$ cat src/design/ipnd_map.vh
`ifndef IPND_MAP_VH
`define IPND_MAP_VH

// Register word offsets (byte addresses, one 32-bit word each)
`define IPND_OFF_CTRL      8'h00
`define IPND_OFF_RANKS     8'h04
`define IPND_OFF_LEAVE     8'h08
`define IPND_OFF_ENTER     8'h0c
`define IPND_OFF_POWER     8'h10
`define IPND_OFF_SIZE_LO   8'h14
`define IPND_OFF_SIZE_HI   8'h18
`define IPND_OFF_CAP_LO    8'h1c
`define IPND_OFF_CAP_HI    8'h20
`define IPND_OFF_USE_LO    8'h24
`define IPND_OFF_USE_HI    8'h28
`define IPND_OFF_FEAT      8'h2c
`define IPND_OFF_STATUS    8'h30
`define IPND_OFF_DESC_BASE 8'h40
`define IPND_OFF_NS_BASE   8'h60
`define IPND_OFF_NS_END    8'h7c

// Control register fields
`define IPND_CTRL_THIN     0
`define IPND_CTRL_DEALLOC  1
`define IPND_CTRL_FORMAT   2
`define IPND_CTRL_PSCNT_LO 8
`define IPND_CTRL_PSCNT_HI 13

// Ranks register fields, five bits each
`define IPND_RANK_W        5
`define IPND_RANK_WLAT_LO  0
`define IPND_RANK_WTHR_LO  8
`define IPND_RANK_RLAT_LO  16
`define IPND_RANK_RTHR_LO  24

// Descriptor field positions
`define IPND_PSD_WLAT_LO   120
`define IPND_PSD_WTHR_LO   112
`define IPND_PSD_RLAT_LO   104
`define IPND_PSD_RTHR_LO   96
`define IPND_PSD_LEAVE_LO  64
`define IPND_PSD_ENTER_LO  32
`define IPND_PSD_POWER_LO  0

// Namespace structure byte positions
`define IPND_NS_SIZE_BYTE  0
`define IPND_NS_CAP_BYTE   8
`define IPND_NS_USE_BYTE   16
`define IPND_NS_FEAT_BYTE  24
`define IPND_NS_THIN_BIT   0

// Reset values
`define IPND_RST_CTRL      32'h0000_0100
`define IPND_RST_ZERO      32'h0000_0000

`endif

$ cat src/design/ipnd_psd_pack.v
`include "ipnd_map.vh"

// Packs one power state descriptor; purely combinational
module ipnd_psd_pack #(
	parameter RANK_W = 5
) (
	input  wire [5:0]        stateCount,
	input  wire [RANK_W-1:0] writeLatencyRank,
	input  wire [RANK_W-1:0] writeThroughputRank,
	input  wire [RANK_W-1:0] readLatencyRank,
	input  wire [RANK_W-1:0] readThroughputRank,
	input  wire [31:0]       stateLeaveTimeUs,
	input  wire [31:0]       stateEnterTimeUs,
	input  wire [15:0]       peakPowerCentiwatts,
	output reg  [255:0]      descriptor
);

	// Rank must stay below the state count; clamp to the worst legal rank
	function [RANK_W-1:0] clampRank;
		input [RANK_W-1:0] rank;
		input [5:0]        count;
		begin
			if (count == 6'h00) begin
				clampRank = {RANK_W{1'b0}};
			end else if ({1'b0, rank} >= count) begin
				clampRank = count[RANK_W-1:0] - {{(RANK_W-1){1'b0}}, 1'b1};
			end else begin
				clampRank = rank;
			end
		end
	endfunction

	// Unassigned ranges stay zero from the initial clear
	always @* begin
		descriptor = 256'h0;
		descriptor[`IPND_PSD_WLAT_LO +: RANK_W] = clampRank(writeLatencyRank, stateCount);
		descriptor[`IPND_PSD_WTHR_LO +: RANK_W] = clampRank(writeThroughputRank, stateCount);
		descriptor[`IPND_PSD_RLAT_LO +: RANK_W] = clampRank(readLatencyRank, stateCount);
		descriptor[`IPND_PSD_RTHR_LO +: RANK_W] = clampRank(readThroughputRank, stateCount);
		descriptor[`IPND_PSD_LEAVE_LO +: 32] = stateLeaveTimeUs;
		descriptor[`IPND_PSD_ENTER_LO +: 32] = stateEnterTimeUs;
		descriptor[`IPND_PSD_POWER_LO +: 16] = peakPowerCentiwatts;
	end

endmodule

$ cat src/design/ipnd_use_cnt.v
`include "ipnd_map.vh"

// Allocated-block counter, saturating at the capacity limit
module ipnd_use_cnt #(
	parameter CNT_W = 64
) (
	input  wire             core_clk,
	input  wire             nrst,
	input  wire             clear,
	input  wire             allocPulse,
	input  wire             deallocPulse,
	input  wire             deallocEn,
	input  wire [CNT_W-1:0] limit,
	output reg  [CNT_W-1:0] count_r
);

	wire incr;  // Net allocation this cycle
	wire decr;  // Net release this cycle

	// A simultaneous allocate and release cancel each other
	assign incr = allocPulse & ~(deallocPulse & deallocEn);
	assign decr = deallocPulse & deallocEn & ~allocPulse;

	// Count stops at the capacity, falls to a lowered capacity a cycle later, never wraps below zero
	always @(posedge core_clk or negedge nrst) begin
		if (!nrst) begin
			count_r <= {CNT_W{1'b0}};
		end else if (clear) begin
			count_r <= {CNT_W{1'b0}};
		end else if (count_r > limit) begin
			count_r <= limit;
		end else if (incr && count_r < limit) begin
			count_r <= count_r + {{(CNT_W-1){1'b0}}, 1'b1};
		end else if (decr && count_r != {CNT_W{1'b0}}) begin
			count_r <= count_r - {{(CNT_W-1){1'b0}}, 1'b1};
		end
	end

endmodule

$ cat src/design/ipnd_top.v
// Decided for this implementation: strobed register access and the placing of the registers.
`include "ipnd_map.vh"

module ipnd_top #(
	parameter RANK_W = 5,
	parameter CNT_W  = 64
) (
	input  wire         core_clk,
	input  wire         nrst,
	input  wire [7:0]   regAddr,
	input  wire [31:0]  regWdata,
	input  wire         regWrite,
	input  wire         regRead,
	output reg  [31:0]  regRdata_r,
	input  wire         blockWritten,
	input  wire         blockDeallocated,
	output reg  [255:0] powerDescriptor_r,
	output reg  [199:0] namespaceData_r,
	output reg          namespaceUnusable_r
);

	// Address map, one 32-bit word per offset
	// 0x00 control: thin, dealloc support, formatted, state count
	// 0x04 four ranks, one byte lane each
	// 0x08 leave time, 0x0c enter time, 0x10 peak power
	// 0x14 and 0x18 size, low word then high word
	// 0x1c and 0x20 capacity, low word then high word
	// 0x24 and 0x28 allocated count, read only
	// 0x2c feature byte, 0x30 unusable status, read only
	// 0x40 to 0x5c descriptor words, lowest bits first
	// 0x60 to 0x78 namespace words; last holds byte 24
	// Halves of a 64-bit value land one at a time, no atomicity
	// Software writes both halves before trusting the pair

	// Software-written configuration
	reg              thinEnable_r;             // Thin provisioning offered
	reg              deallocSupport_r;         // Dataset deallocation offered
	reg              formatted_r;              // Namespace has been formatted
	reg  [5:0]       stateCount_r;             // Supported power state count
	reg  [RANK_W-1:0] writeLatencyRank_r;      // Relative write latency
	reg  [RANK_W-1:0] writeThroughputRank_r;   // Relative write throughput
	reg  [RANK_W-1:0] readLatencyRank_r;       // Relative read latency
	reg  [RANK_W-1:0] readThroughputRank_r;    // Relative read throughput
	reg  [31:0]      stateLeaveTimeUs_r;       // Worst leave time
	reg  [31:0]      stateEnterTimeUs_r;       // Worst enter time
	reg  [15:0]      peakPowerCentiwatts_r;    // Peak draw, centiwatts
	reg  [CNT_W-1:0] sizeSet_r;                // Size as written
	reg  [CNT_W-1:0] capSet_r;                 // Capacity as written

	// Derived values
	reg  [CNT_W-1:0] totalBlocks;              // Reported size
	reg  [CNT_W-1:0] allocatableBlocks;        // Reported capacity
	wire [CNT_W-1:0] allocatedBlocks;          // Running utilization
	wire [255:0]     descriptorNext;           // Packed descriptor
	reg  [199:0]     namespaceNext;            // Packed namespace bytes
	reg  [7:0]       featureFlags;             // Feature byte
	reg  [31:0]      readNext;                 // Read mux result

	// Control word after reset: one power state, all else off
	localparam [31:0] CTRL_RESET = `IPND_RST_CTRL;

	// True when an offset falls inside a half-open window
	function inWindow;
		input [7:0] addr;
		input [7:0] base;
		input [7:0] limit;
		begin
			inWindow = (addr >= base) && (addr < limit);
		end
	endfunction

	// Bit position of the word an offset selects in a window
	function [7:0] wordBit;
		input [7:0] addr;
		begin
			wordBit = {addr[4:2], 5'h00};
		end
	endfunction

	// Selects one 32-bit word of a 64-bit value
	function [31:0] halfWord;
		input [63:0] value;
		input        upper;
		begin
			halfWord = upper ? value[63:32] : value[31:0];
		end
	endfunction

	// Control and configuration writes
	always @(posedge core_clk or negedge nrst) begin
		if (!nrst) begin
			// Unformatted, one power state, all timings zero
			thinEnable_r          <= 1'b0;
			deallocSupport_r      <= 1'b0;
			formatted_r           <= 1'b0;
			stateCount_r          <= CTRL_RESET[`IPND_CTRL_PSCNT_HI:`IPND_CTRL_PSCNT_LO];
			writeLatencyRank_r    <= {RANK_W{1'b0}};
			writeThroughputRank_r <= {RANK_W{1'b0}};
			readLatencyRank_r     <= {RANK_W{1'b0}};
			readThroughputRank_r  <= {RANK_W{1'b0}};
			stateLeaveTimeUs_r    <= `IPND_RST_ZERO;
			stateEnterTimeUs_r    <= `IPND_RST_ZERO;
			peakPowerCentiwatts_r <= 16'h0000;
			sizeSet_r             <= {CNT_W{1'b0}};
			capSet_r              <= {CNT_W{1'b0}};
		end else if (regWrite) begin
			case (regAddr)
				// Enables, format state and state count
				`IPND_OFF_CTRL: begin
					thinEnable_r     <= regWdata[`IPND_CTRL_THIN];
					deallocSupport_r <= regWdata[`IPND_CTRL_DEALLOC];
					formatted_r      <= regWdata[`IPND_CTRL_FORMAT];
					stateCount_r     <= regWdata[`IPND_CTRL_PSCNT_HI:`IPND_CTRL_PSCNT_LO];
				end
				// Ranks stored raw; clamping happens on packing
				`IPND_OFF_RANKS: begin
					writeLatencyRank_r    <= regWdata[`IPND_RANK_WLAT_LO +: RANK_W];
					writeThroughputRank_r <= regWdata[`IPND_RANK_WTHR_LO +: RANK_W];
					readLatencyRank_r     <= regWdata[`IPND_RANK_RLAT_LO +: RANK_W];
					readThroughputRank_r  <= regWdata[`IPND_RANK_RTHR_LO +: RANK_W];
				end
				// Leave time, microseconds
				`IPND_OFF_LEAVE: begin
					stateLeaveTimeUs_r <= regWdata;
				end
				// Enter time, microseconds
				`IPND_OFF_ENTER: begin
					stateEnterTimeUs_r <= regWdata;
				end
				// Peak power; upper half dropped
				`IPND_OFF_POWER: begin
					peakPowerCentiwatts_r <= regWdata[15:0];
				end
				// Size halves; a torn pair reads odd briefly
				`IPND_OFF_SIZE_LO: begin
					sizeSet_r[31:0] <= regWdata;
				end
				// Upper size word
				`IPND_OFF_SIZE_HI: begin
					sizeSet_r[63:32] <= regWdata;
				end
				// Capacity halves, same hazard as size
				`IPND_OFF_CAP_LO: begin
					capSet_r[31:0] <= regWdata;
				end
				// Upper capacity word
				`IPND_OFF_CAP_HI: begin
					capSet_r[63:32] <= regWdata;
				end
				default: begin
					// Read-only and unmapped offsets ignore writes
				end
			endcase
		end
	end

	// Size and capacity as the host sees them
	// Before format both read zero, a defined stand-in for undefined
	always @* begin
		if (!formatted_r) begin
			// Nothing reported until formatted
			totalBlocks       = {CNT_W{1'b0}};
			allocatableBlocks = {CNT_W{1'b0}};
		end else if (!thinEnable_r) begin
			// Fully provisioned: capacity mirrors size
			totalBlocks       = sizeSet_r;
			allocatableBlocks = sizeSet_r;
		end else if (capSet_r > sizeSet_r) begin
			// Capacity written too large; held to size
			totalBlocks       = sizeSet_r;
			allocatableBlocks = sizeSet_r;
		end else begin
			// Thin: capacity as written
			totalBlocks       = sizeSet_r;
			allocatableBlocks = capSet_r;
		end
	end

	// Feature byte: only the thin flag is defined
	always @* begin
		featureFlags = 8'h00;
		featureFlags[`IPND_NS_THIN_BIT] = thinEnable_r;
	end

	// Utilization; releases count only with thin and dealloc both on
	ipnd_use_cnt #(
		.CNT_W        (CNT_W)
	) useCount (
		.core_clk     (core_clk),
		.nrst         (nrst),
		.clear        (~formatted_r),
		.allocPulse   (blockWritten),
		.deallocPulse (blockDeallocated),
		.deallocEn    (thinEnable_r & deallocSupport_r),
		.limit        (allocatableBlocks),
		.count_r      (allocatedBlocks)
	);

	// Descriptor packing with rank clamping
	ipnd_psd_pack #(
		.RANK_W              (RANK_W)
	) psdPack (
		.stateCount          (stateCount_r),
		.writeLatencyRank    (writeLatencyRank_r),
		.writeThroughputRank (writeThroughputRank_r),
		.readLatencyRank     (readLatencyRank_r),
		.readThroughputRank  (readThroughputRank_r),
		.stateLeaveTimeUs    (stateLeaveTimeUs_r),
		.stateEnterTimeUs    (stateEnterTimeUs_r),
		.peakPowerCentiwatts (peakPowerCentiwatts_r),
		.descriptor          (descriptorNext)
	);

	// Namespace bytes 0 to 24, little-endian fields
	always @* begin
		namespaceNext = 200'h0;
		namespaceNext[`IPND_NS_SIZE_BYTE*8 +: 64] = totalBlocks;
		namespaceNext[`IPND_NS_CAP_BYTE*8 +: 64]  = allocatableBlocks;
		namespaceNext[`IPND_NS_USE_BYTE*8 +: 64]  = allocatedBlocks;
		namespaceNext[`IPND_NS_FEAT_BYTE*8 +: 8]  = featureFlags;
	end

	// Structures registered so outputs come from flops
	// One cycle of lag after any change; readers tolerate it
	always @(posedge core_clk or negedge nrst) begin
		if (!nrst) begin
			powerDescriptor_r   <= 256'h0;
			namespaceData_r     <= 200'h0;
			namespaceUnusable_r <= 1'b1;
		end else begin
			powerDescriptor_r   <= descriptorNext;
			namespaceData_r     <= namespaceNext;
			namespaceUnusable_r <= (allocatableBlocks == {CNT_W{1'b0}});
		end
	end

	// Read mux; structure windows read the registered copies
	always @* begin
		readNext = 32'h0000_0000;
		if (inWindow(regAddr, `IPND_OFF_DESC_BASE, `IPND_OFF_NS_BASE)) begin
			// Eight descriptor words, lowest bits first
			readNext = powerDescriptor_r[wordBit(regAddr) +: 32];
		end else if (inWindow(regAddr, `IPND_OFF_NS_BASE, `IPND_OFF_NS_END)) begin
			// Seven namespace words; top word holds byte 24 only
			if (regAddr[4:2] == 3'h6) begin
				readNext = {24'h000000, namespaceData_r[199:192]};
			end else begin
				readNext = namespaceData_r[wordBit(regAddr) +: 32];
			end
		end else begin
			case (regAddr)
				// Enables and state count read back
				`IPND_OFF_CTRL: begin
					readNext[`IPND_CTRL_THIN]    = thinEnable_r;
					readNext[`IPND_CTRL_DEALLOC] = deallocSupport_r;
					readNext[`IPND_CTRL_FORMAT]  = formatted_r;
					readNext[`IPND_CTRL_PSCNT_HI:`IPND_CTRL_PSCNT_LO] = stateCount_r;
				end
				// Raw ranks, before clamping
				`IPND_OFF_RANKS: begin
					readNext[`IPND_RANK_WLAT_LO +: RANK_W] = writeLatencyRank_r;
					readNext[`IPND_RANK_WTHR_LO +: RANK_W] = writeThroughputRank_r;
					readNext[`IPND_RANK_RLAT_LO +: RANK_W] = readLatencyRank_r;
					readNext[`IPND_RANK_RTHR_LO +: RANK_W] = readThroughputRank_r;
				end
				// Leave time as written
				`IPND_OFF_LEAVE: begin
					readNext = stateLeaveTimeUs_r;
				end
				// Enter time as written
				`IPND_OFF_ENTER: begin
					readNext = stateEnterTimeUs_r;
				end
				// Peak power, upper half zero
				`IPND_OFF_POWER: begin
					readNext[15:0] = peakPowerCentiwatts_r;
				end
				// Size as written, not as reported
				`IPND_OFF_SIZE_LO: begin
					readNext = halfWord(sizeSet_r, 1'b0);
				end
				// Upper size word
				`IPND_OFF_SIZE_HI: begin
					readNext = halfWord(sizeSet_r, 1'b1);
				end
				// Capacity as written, before limiting
				`IPND_OFF_CAP_LO: begin
					readNext = halfWord(capSet_r, 1'b0);
				end
				// Upper capacity word
				`IPND_OFF_CAP_HI: begin
					readNext = halfWord(capSet_r, 1'b1);
				end
				// Live count, one cycle ahead of the window
				`IPND_OFF_USE_LO: begin
					readNext = halfWord(allocatedBlocks, 1'b0);
				end
				// Upper count word
				`IPND_OFF_USE_HI: begin
					readNext = halfWord(allocatedBlocks, 1'b1);
				end
				// Feature byte, reserved bits zero
				`IPND_OFF_FEAT: begin
					readNext[7:0] = featureFlags;
				end
				// Unusable flag alone
				`IPND_OFF_STATUS: begin
					readNext[0] = namespaceUnusable_r;
				end
				default: begin
					// Unmapped offsets read zero
					readNext = 32'h0000_0000;
				end
			endcase
		end
	end

	// Read data stands one cycle after the strobe, zero otherwise
	always @(posedge core_clk or negedge nrst) begin
		if (!nrst) begin
			regRdata_r <= 32'h0000_0000;
		end else if (regRead) begin
			regRdata_r <= readNext;
		end else begin
			regRdata_r <= 32'h0000_0000;
		end
	end

endmodule

$ cat config.mk
export PLATFORM = sky130hd
export DESIGN_NAME = ipnd_top
export DESIGN_NICKNAME = d
export VERILOG_FILES = /design/src/design/ipnd_psd_pack.v /design/src/design/ipnd_use_cnt.v /design/src/design/ipnd_top.v
export VERILOG_INCLUDE_DIRS = /design/src /design/src/design
export SDC_FILE = /design/constraint.sdc
export NUM_CORES = 1
export LEC_CHECK = 0
export ABC_AREA = 1
export BUFFER_PORTS_ARGS = -buffer_cell sky130_fd_sc_hd__buf_2
export CELL_PAD_IN_SITES_DETAIL_PLACEMENT = 2
export CELL_PAD_IN_SITES_GLOBAL_PLACEMENT = 2
export CORE_UTILIZATION = 31
export CTS_CLUSTER_DIAMETER = 40
export DETAILED_ROUTE_END_ITERATION = 10
export PLACE_DENSITY_LB_ADDON = 0.25
export SLEW_MARGIN = 20
export SYNTH_ARGS = -nofsm -noshare
export SYNTH_HDL_FRONTEND = slang
export SYNTH_SLANG_ARGS = --single-unit
$ cat constraint.sdc
create_clock -name core_clk -period 7.15 [get_ports core_clk]
set_clock_uncertainty 0.15 [all_clocks]
set_input_delay 0.3575 -clock core_clk [delete_from_list [all_inputs] [get_ports core_clk]]
set_output_delay 0.3575 -clock core_clk [all_outputs]
set_load 0.01 [all_outputs]
Word-level counts from Yosys, hierarchy flattened
Cells that the tools add are included.
{"block": "totals", "regBits": 627, "out_inout_bits": 489, "elab_cells": 105}
{"block": "classes", "add_sub_neg": 3, "magnitude_cmp": 11, "n_eq_ne": 14, "n_shift": 2, "n_mux": 31, "bitwise_logic": 6, "reduce_logical": 18}
{"cell": "2-to-1 mux 64 bit", "n": 8}
{"cell": "indexed part select 256 x 9 -> 32 bit", "n": 1}
{"cell": "indexed part select 200 x 9 -> 32 bit", "n": 1}
{"cell": "greater-than comparator 64 bit", "n": 2}
{"cell": "2-to-1 mux 32 bit", "n": 4}
{"cell": "case mux 5 bit (9 select lines)", "n": 2}
{"cell": "adder 64 x 1 -> 64 bit, second input constant", "n": 1}
{"cell": "logical NOT 64 bit", "n": 1}
{"cell": "less-than comparator 64 bit", "n": 1}
{"cell": "nonzero test 64 bit", "n": 1}
{"cell": "subtractor 64 x 1 -> 64 bit, second input constant", "n": 1}
{"cell": "case mux 5 bit (11 select lines)", "n": 1}
{"cell": "case mux 3 bit (8 select lines)", "n": 2}
{"cell": "equality test 8 x 6 -> 1 bit, second input constant", "n": 5}
{"cell": "2-to-1 mux 5 bit", "n": 8}
{"cell": "equality test 8 x 5 -> 1 bit, second input constant", "n": 4}
{"cell": "case mux 3 bit (9 select lines)", "n": 1}
{"cell": "greater-or-equal comparator 5 x 6 -> 1 bit", "n": 4}
{"cell": "case mux 2 bit (11 select lines)", "n": 1}
{"cell": "case mux 2 bit (10 select lines)", "n": 1}
{"cell": "case mux 2 bit (9 select lines)", "n": 1}
{"cell": "AND reduction 2 bit", "n": 9}
{"cell": "equality test 8 x 4 -> 1 bit, second input constant", "n": 2}
{"cell": "greater-or-equal comparator 8 x 7 -> 1 bit, second input constant", "n": 2}
{"cell": "other kinds (13)", "n": 21}

Logic depth before layout (Yosys ltp)
{"block": "depth", "word_depth": 9, "depth_mapped": 49, "mapped_depth_nobuf": 48}

By module
Synthesis repeated with hierarchy kept, for this count alone.
{"block": "unflattened", "cells_unflattened": 5094, "area_unflattened_um2": 42116.6}
{"mod": "ipnd_top", "instances": 1, "cells_each": 2971, "area_per_inst_um2": 29396.9, "seq_area_each_um2": 17994.8}
{"mod": "ipnd_use_cnt", "instances": 1, "cells_each": 1681, "area_per_inst_um2": 9857.0, "seq_area_each_um2": 1601.5}
{"mod": "ipnd_psd_pack", "instances": 1, "cells_each": 442, "area_per_inst_um2": 2862.7, "seq_area_each_um2": 0.0}

Worst setup path before layout
OpenSTA, ideal clock, no wires.
{"block": "synth_timing", "path_kind": "register to register", "start": "register sizeSet_r[63]", "end": "register useCount.count_r[61]", "setup_time_ns": 0.121, "arrival_ns": 6.698, "t_required_ns": 6.879, "setup_slack_ns": 0.181, "path_stages_with_launch": 37, "n_path_buf": 2, "cell_sequence": "dfrtp_1 inv_1 ha_1 nand2_2 nor4_4 nand2_2 nor2_2 nand2_1 nand2_1 nand2_2 buf_12 buf_6 nand3b_1 nand3_2 ha_1 a21oi_1 o21ai_1 nand2_1 o211ai_1 nand2_1 o2111ai_1 a21oi_1 nand3_1 ha_1 a21oi_1 nand2_1 a21oi_1 o21ai_1 a21boi_1 o21ai_1 nand2_1 nand2_1 nand3_1 nand2_1 xor2_1 o21ai_1 nand2_1"}
{"block": "synth_between", "elab_chain_len": 9, "word_cells_on_any_way": 11, "classes_between": "order compare (3); eq/ne (1); mux (6); reduce/logical (1)"}
{"element": "start: declaration", "line": "ipnd_top.v:47", "rtl": "reg [CNT_W-1:0] sizeSet_r;"}
{"element": "start signal: assignment", "line": "ipnd_top.v:104", "rtl": "sizeSet_r <= {CNT_W{1'b0}};"}
{"element": "start signal: assignment", "line": "ipnd_top.v:140", "rtl": "sizeSet_r[63:32] <= regWdata;"}
{"element": "greater-than comparator 64 bit", "line": "ipnd_top.v:168", "rtl": "end else if (capSet_r > sizeSet_r) begin"}
{"element": "2-to-1 mux 64 bit", "line": "ipnd_top.v:168"}
{"element": "2-to-1 mux 64 bit *", "line": "ipnd_top.v:164", "rtl": "end else if (!thinEnable_r) begin"}
{"element": "2-to-1 mux 64 bit *", "line": "ipnd_top.v:160", "rtl": "if (!formatted_r) begin"}
{"element": "less-than comparator 64 bit", "line": "ipnd_use_cnt.v:32", "rtl": "end else if (incr && count_r < limit) begin"}
{"element": "logical AND 1 bit", "line": "ipnd_use_cnt.v:32"}
{"element": "2-to-1 mux 64 bit", "line": "ipnd_use_cnt.v:32"}
{"element": "2-to-1 mux 64 bit", "line": "ipnd_use_cnt.v:30", "rtl": "end else if (count_r > limit) begin"}
{"element": "2-to-1 mux 64 bit", "line": "ipnd_use_cnt.v:28", "rtl": "end else if (clear) begin"}
{"element": "end signal: assignment", "line": "ipnd_use_cnt.v:29", "rtl": "count_r <= {CNT_W{1'b0}};"}
{"element": "end signal: assignment", "line": "ipnd_use_cnt.v:31", "rtl": "count_r <= limit;"}
{"element": "end signal: assignment", "line": "ipnd_use_cnt.v:33", "rtl": "count_r <= count_r + {{(CNT_W-1){1'b0}}, 1'b1};"}
{"element": "end: declaration", "line": "ipnd_use_cnt.v:14", "rtl": "output reg [CNT_W-1:0] count_r"}
Every way passes the cells marked *; elsewhere a longest branch is shown, timed or not.
A chain may end at the register's enable or synchronous reset.

Worst setup path after layout
{"block": "layout_timing", "start": "register sizeSet_r[30]", "end": "register useCount.count_r[29]"}
The elaborated chain is that of the path after synthesis.

==> results.cfg <==
[pwr]
irDropWorstVdd_mv = 1.08
clkPwrFrac = 0.198
p_per_area_mw_per_mm2 = 653
seqPwrFrac = 0.149
p_int_uw = 13000
swShare = 0.548
pwr-share-comb = 0.653
total_leakage_power_uw = 0.0233
power_switching_uw = 15700
power_uw = 28700

[logic_synthesis]
yosysMostFrequentCell = nand2_1
synth_area_leaders = dfrtp_1, nand2_1, ha_1
synthTopCellsByCount = nand2_1, dfrtp_1, inv_1, nor2_1, a21oi_1
syn-cell-area_mm2 = 0.0356
avgSynthCellArea_um2 = 8.28
async_flop_share = 1.00
synth_top_area_frac = 0.440
netlist_instances = 4297
synth-seq-area-share = 0.441
ys.flop_type = dfrtp_1
ys_ff_latch = 627
synth_warnings = 0
synthDistinctLibCells = 55
synth_edf_count = 0
yosys.area.top_type = dfrtp_1

[global_routing]
gr-usage-all-layers = 0.325
grt_pass1_wl_mm = 274
grt_overflow = 0
first_global_vias = 37200
antenna_found_initial = 14
grt_max_degree = 145

[floorplan]
dieArea_mm2 = 0.116
coreArea_mm2 = 0.113
ioPinCount = 535
die_x_um = 341
die_y_um = 341
rows = 123
floorplan.initialDensity = 0.314

[setup_path]
setup.worst_path.class = reg -> reg
setup.worst_path.end = useCount.count_r[29]$_DFFE_PN0P_
crit_slowest_cell = dfrtp_1
critical_path_required_ns = 7.63
rr_worst_depth = 39
startpoint = sizeSet_r[30]$_DFFE_PN0P_
reg2reg_from = sizeSet_r[30]$_DFFE_PN0P_
worst-path-max-fanout = 33
cpMostUsedCell = nand2_1
r2r_setup_slack_ns = 0.22
critPathLaunchType = flop
rr_endpoint = useCount.count_r[29]$_DFFE_PN0P_
cp.arrival_ns = 7.41
slowest_delay_ns = 0.40
cp-end-kind = flop

[cts]
root_buffer = clkbuf_16
clk_latency_ns = 0.71
cts_tree = built
clock_path_buffers = 3
cts.clk_slew.worst_paths_ns = 0.06
cts_max_level = 3
cts_made_buffers = 110
clkSinkCount = 627

[place]
gp_congestion = 0.942
dpl.hpwl_mm = 147
dp.cells = 6160
portBuffers = 371

[job]
drv_cap = 0

[routing]
drtPass1Iterations = 5
route.detailed.drc = 0
first_iter_violations = 2538
route.final.wire_length_mm = 192
viasPerCell = 5.48
vias = 35000
antenna_left = 0
wire_per_inst_um = 30.0

[timing]
hold_viol = 0
whs_ns = 0.0204
finalSetupViolations = 0
max_freq_ghz = 0.144
rsz0062_at_grt = true
finalCritPeriodShare = 0.969
tightest_slew_ns = 1.18
fin_crit_ns = 6.93
maxSlewViolCount = 0
relSlewSlack = 0.206

[outcome]
status = finished, final reports clean

[hold_path]
hold_path.class = in -> reg

[final_layout]
final_cell_count_no_fill = 6391
finalNetCount = 5057
syn_to_final_growth_pct = 23.3
fillers = 12800
drive_above_1_share = 0.185
-- power by group through the flow --
stage | Clock, µW | Sequential [µW] | Combinational (µW)
after floorplan | 0 | 4140 | 2890
after global placement | 0 | 4820 | 35100
after detailed placement | 0 | 4360 | 10400
after CTS | 5740 | 4770 | 36200
after global routing | 5870 | 4780 | 39400
final | 5680 | 4260 | 18700
-- routing by layer --
metal  vias to the layer above  track usage  share of wire
li1                      15200            -              -
met1                     18200        0.425           0.42
met2                      1320        0.532           0.47
met3                       330       0.0475          0.058
met4                         6        0.148          0.051
met5                         -            0        0.00018
-- critical path, delay by kind of cell (launching register included) --
kind	cells	cell delay, ns
AND/OR/NAND/NOR	17	2.09
AO/OA/AOI/OAI	10	1.68
buffers and inverters	8	1.24
adder cells (fa/ha/maj)	3	0.98
flip-flops	1	0.40
XOR/XNOR	1	0.27
-- cell families (layout without fill, tap and decap cells) --
family                   Yosys count  count (layout)  share of synthesized area
AND/OR/NAND/NOR                 1559            1559                      0.192
flip-flops                       627             627                      0.441
buffers and inverters            844            1273                      0.110
other                              1             166                   0.000105
AO/OA/AOI/OAI                    995             995                      0.167
XOR/XNOR                          58              58                     0.0143
adder cells (fa/ha/maj)          213             213                     0.0751
-- how the worst min path moves through the flow --
stage                                                  from                           endpoint  slack [ns]  cells past startpoint
after floorplan                                        nrst            capSet_r[0]$_DFFE_PN0P_       -0.09                      0
after CTS                                       regWdata[4]          sizeSet_r[36]$_DFFE_PN0P_       0.005                      3
final                                           regWdata[4]  writeLatencyRank_r[4]$_DFFE_PN0P_        0.02                      3
after global routing                            regWdata[3]          sizeSet_r[35]$_DFFE_PN0P_        0.02                      3
after global placement    stateEnterTimeUs_r[6]$_DFFE_PN0P_    powerDescriptor_r[38]$_DFF_PN0_        0.24                      0
after detailed placement  stateEnterTimeUs_r[0]$_DFFE_PN0P_    powerDescriptor_r[32]$_DFF_PN0_        0.24                      0
-- registers in the layout, summed over array words and instances, names as in the netlist, 6 cells and up --
| signal | flops |
|---|---|
| capSet_r | 64 |
| namespaceData_r | 193 |
| peakPowerCentiwatts_r | 16 |
| powerDescriptor_r | 100 |
| regRdata_r | 32 |
| sizeSet_r | 64 |
| stateCount_r | 6 |
| stateEnterTimeUs_r | 32 |
| stateLeaveTimeUs_r | 32 |
| useCount.count_r | 64 |
-- placed cells by master, fill, tap and decap left out, types with 12 or more instances in the layout --
cell | Yosys | layout
nand2_1 | 970 | 961
o21ai_1 | 214 | 209
nand3b_1 | 23 | 23
buf_12 | 2 | 13
nand3_2 | 70 | 70
a21oi_1 | 234 | 225
a22oi_1 | 63 | 63
xor2_1 | 45 | 43
inv_1 | 472 | 472
dlygate4sd3_1 | 0 | 25
dfrtp_1 | 625 | 622
xnor2_1 | 13 | 13
nor4_1 | 23 | 22
o21a_1 | 14 | 14
nand2_2 | 6 | 12
clkinv_2 | 0 | 12
o21ai_0 | 187 | 186
buf_2 | 34 | 370
inv_2 | 24 | 25
nand4_1 | 40 | 40
ha_1 | 212 | 210
clkinvlp_4 | 0 | 14
nor2_1 | 237 | 232
bufinv_16 | 0 | 17
a211oi_1 | 28 | 27
a221oi_1 | 61 | 60
clkbuf_8 | 0 | 14
nand3_1 | 143 | 141
clkbuf_16 | 0 | 111
nor3_1 | 36 | 32
o22ai_1 | 56 | 56
conb_1 | 1 | 163
o2111ai_1 | 12 | 12
buf_4 | 164 | 163
a311oi_1 | 20 | 20
o211ai_1 | 42 | 42
o21bai_1 | 12 | 12
-- repair_timing --
action,4_1_cts,5_1_grt
endpoints found under the setup margin,2,40
hold buffers,25,0
resized for setup,1,41
pin swaps,0,6
hold endpoints to repair,230,0
cloned,0,0
setup buffers,0,1
-- metrics by stage --
step	area (µm²)	worst slack, ns	utilization	setup TNS, ns
3_5_place_dp	39400	-0.0158	0.349	-0.0158
4_1_cts	43600	0.00389	0.386	0
5_1_grt	43900	-0.0499	0.388	-0.278
6_report	43900	0.222	0.388	0
3_3_place_gp	39400	0.204	0.349	0
2_1_floorplan	36200	0.181	-	0
-- cell type report --
cell class,count,area (µm²),area share
inverters,498,1870,0.0426
diodes,3,7.51,0.000171
well taps,1500,1880,0.0428
repair buffers,573,3610,0.0823
clock inverters,69,955,0.0218
clock buffers,133,3000,0.0684
multi-input cells,2988,16800,0.384
flip-flops and latches,627,15700,0.358
No activity file was read; power rests on OpenSTA's default activity.
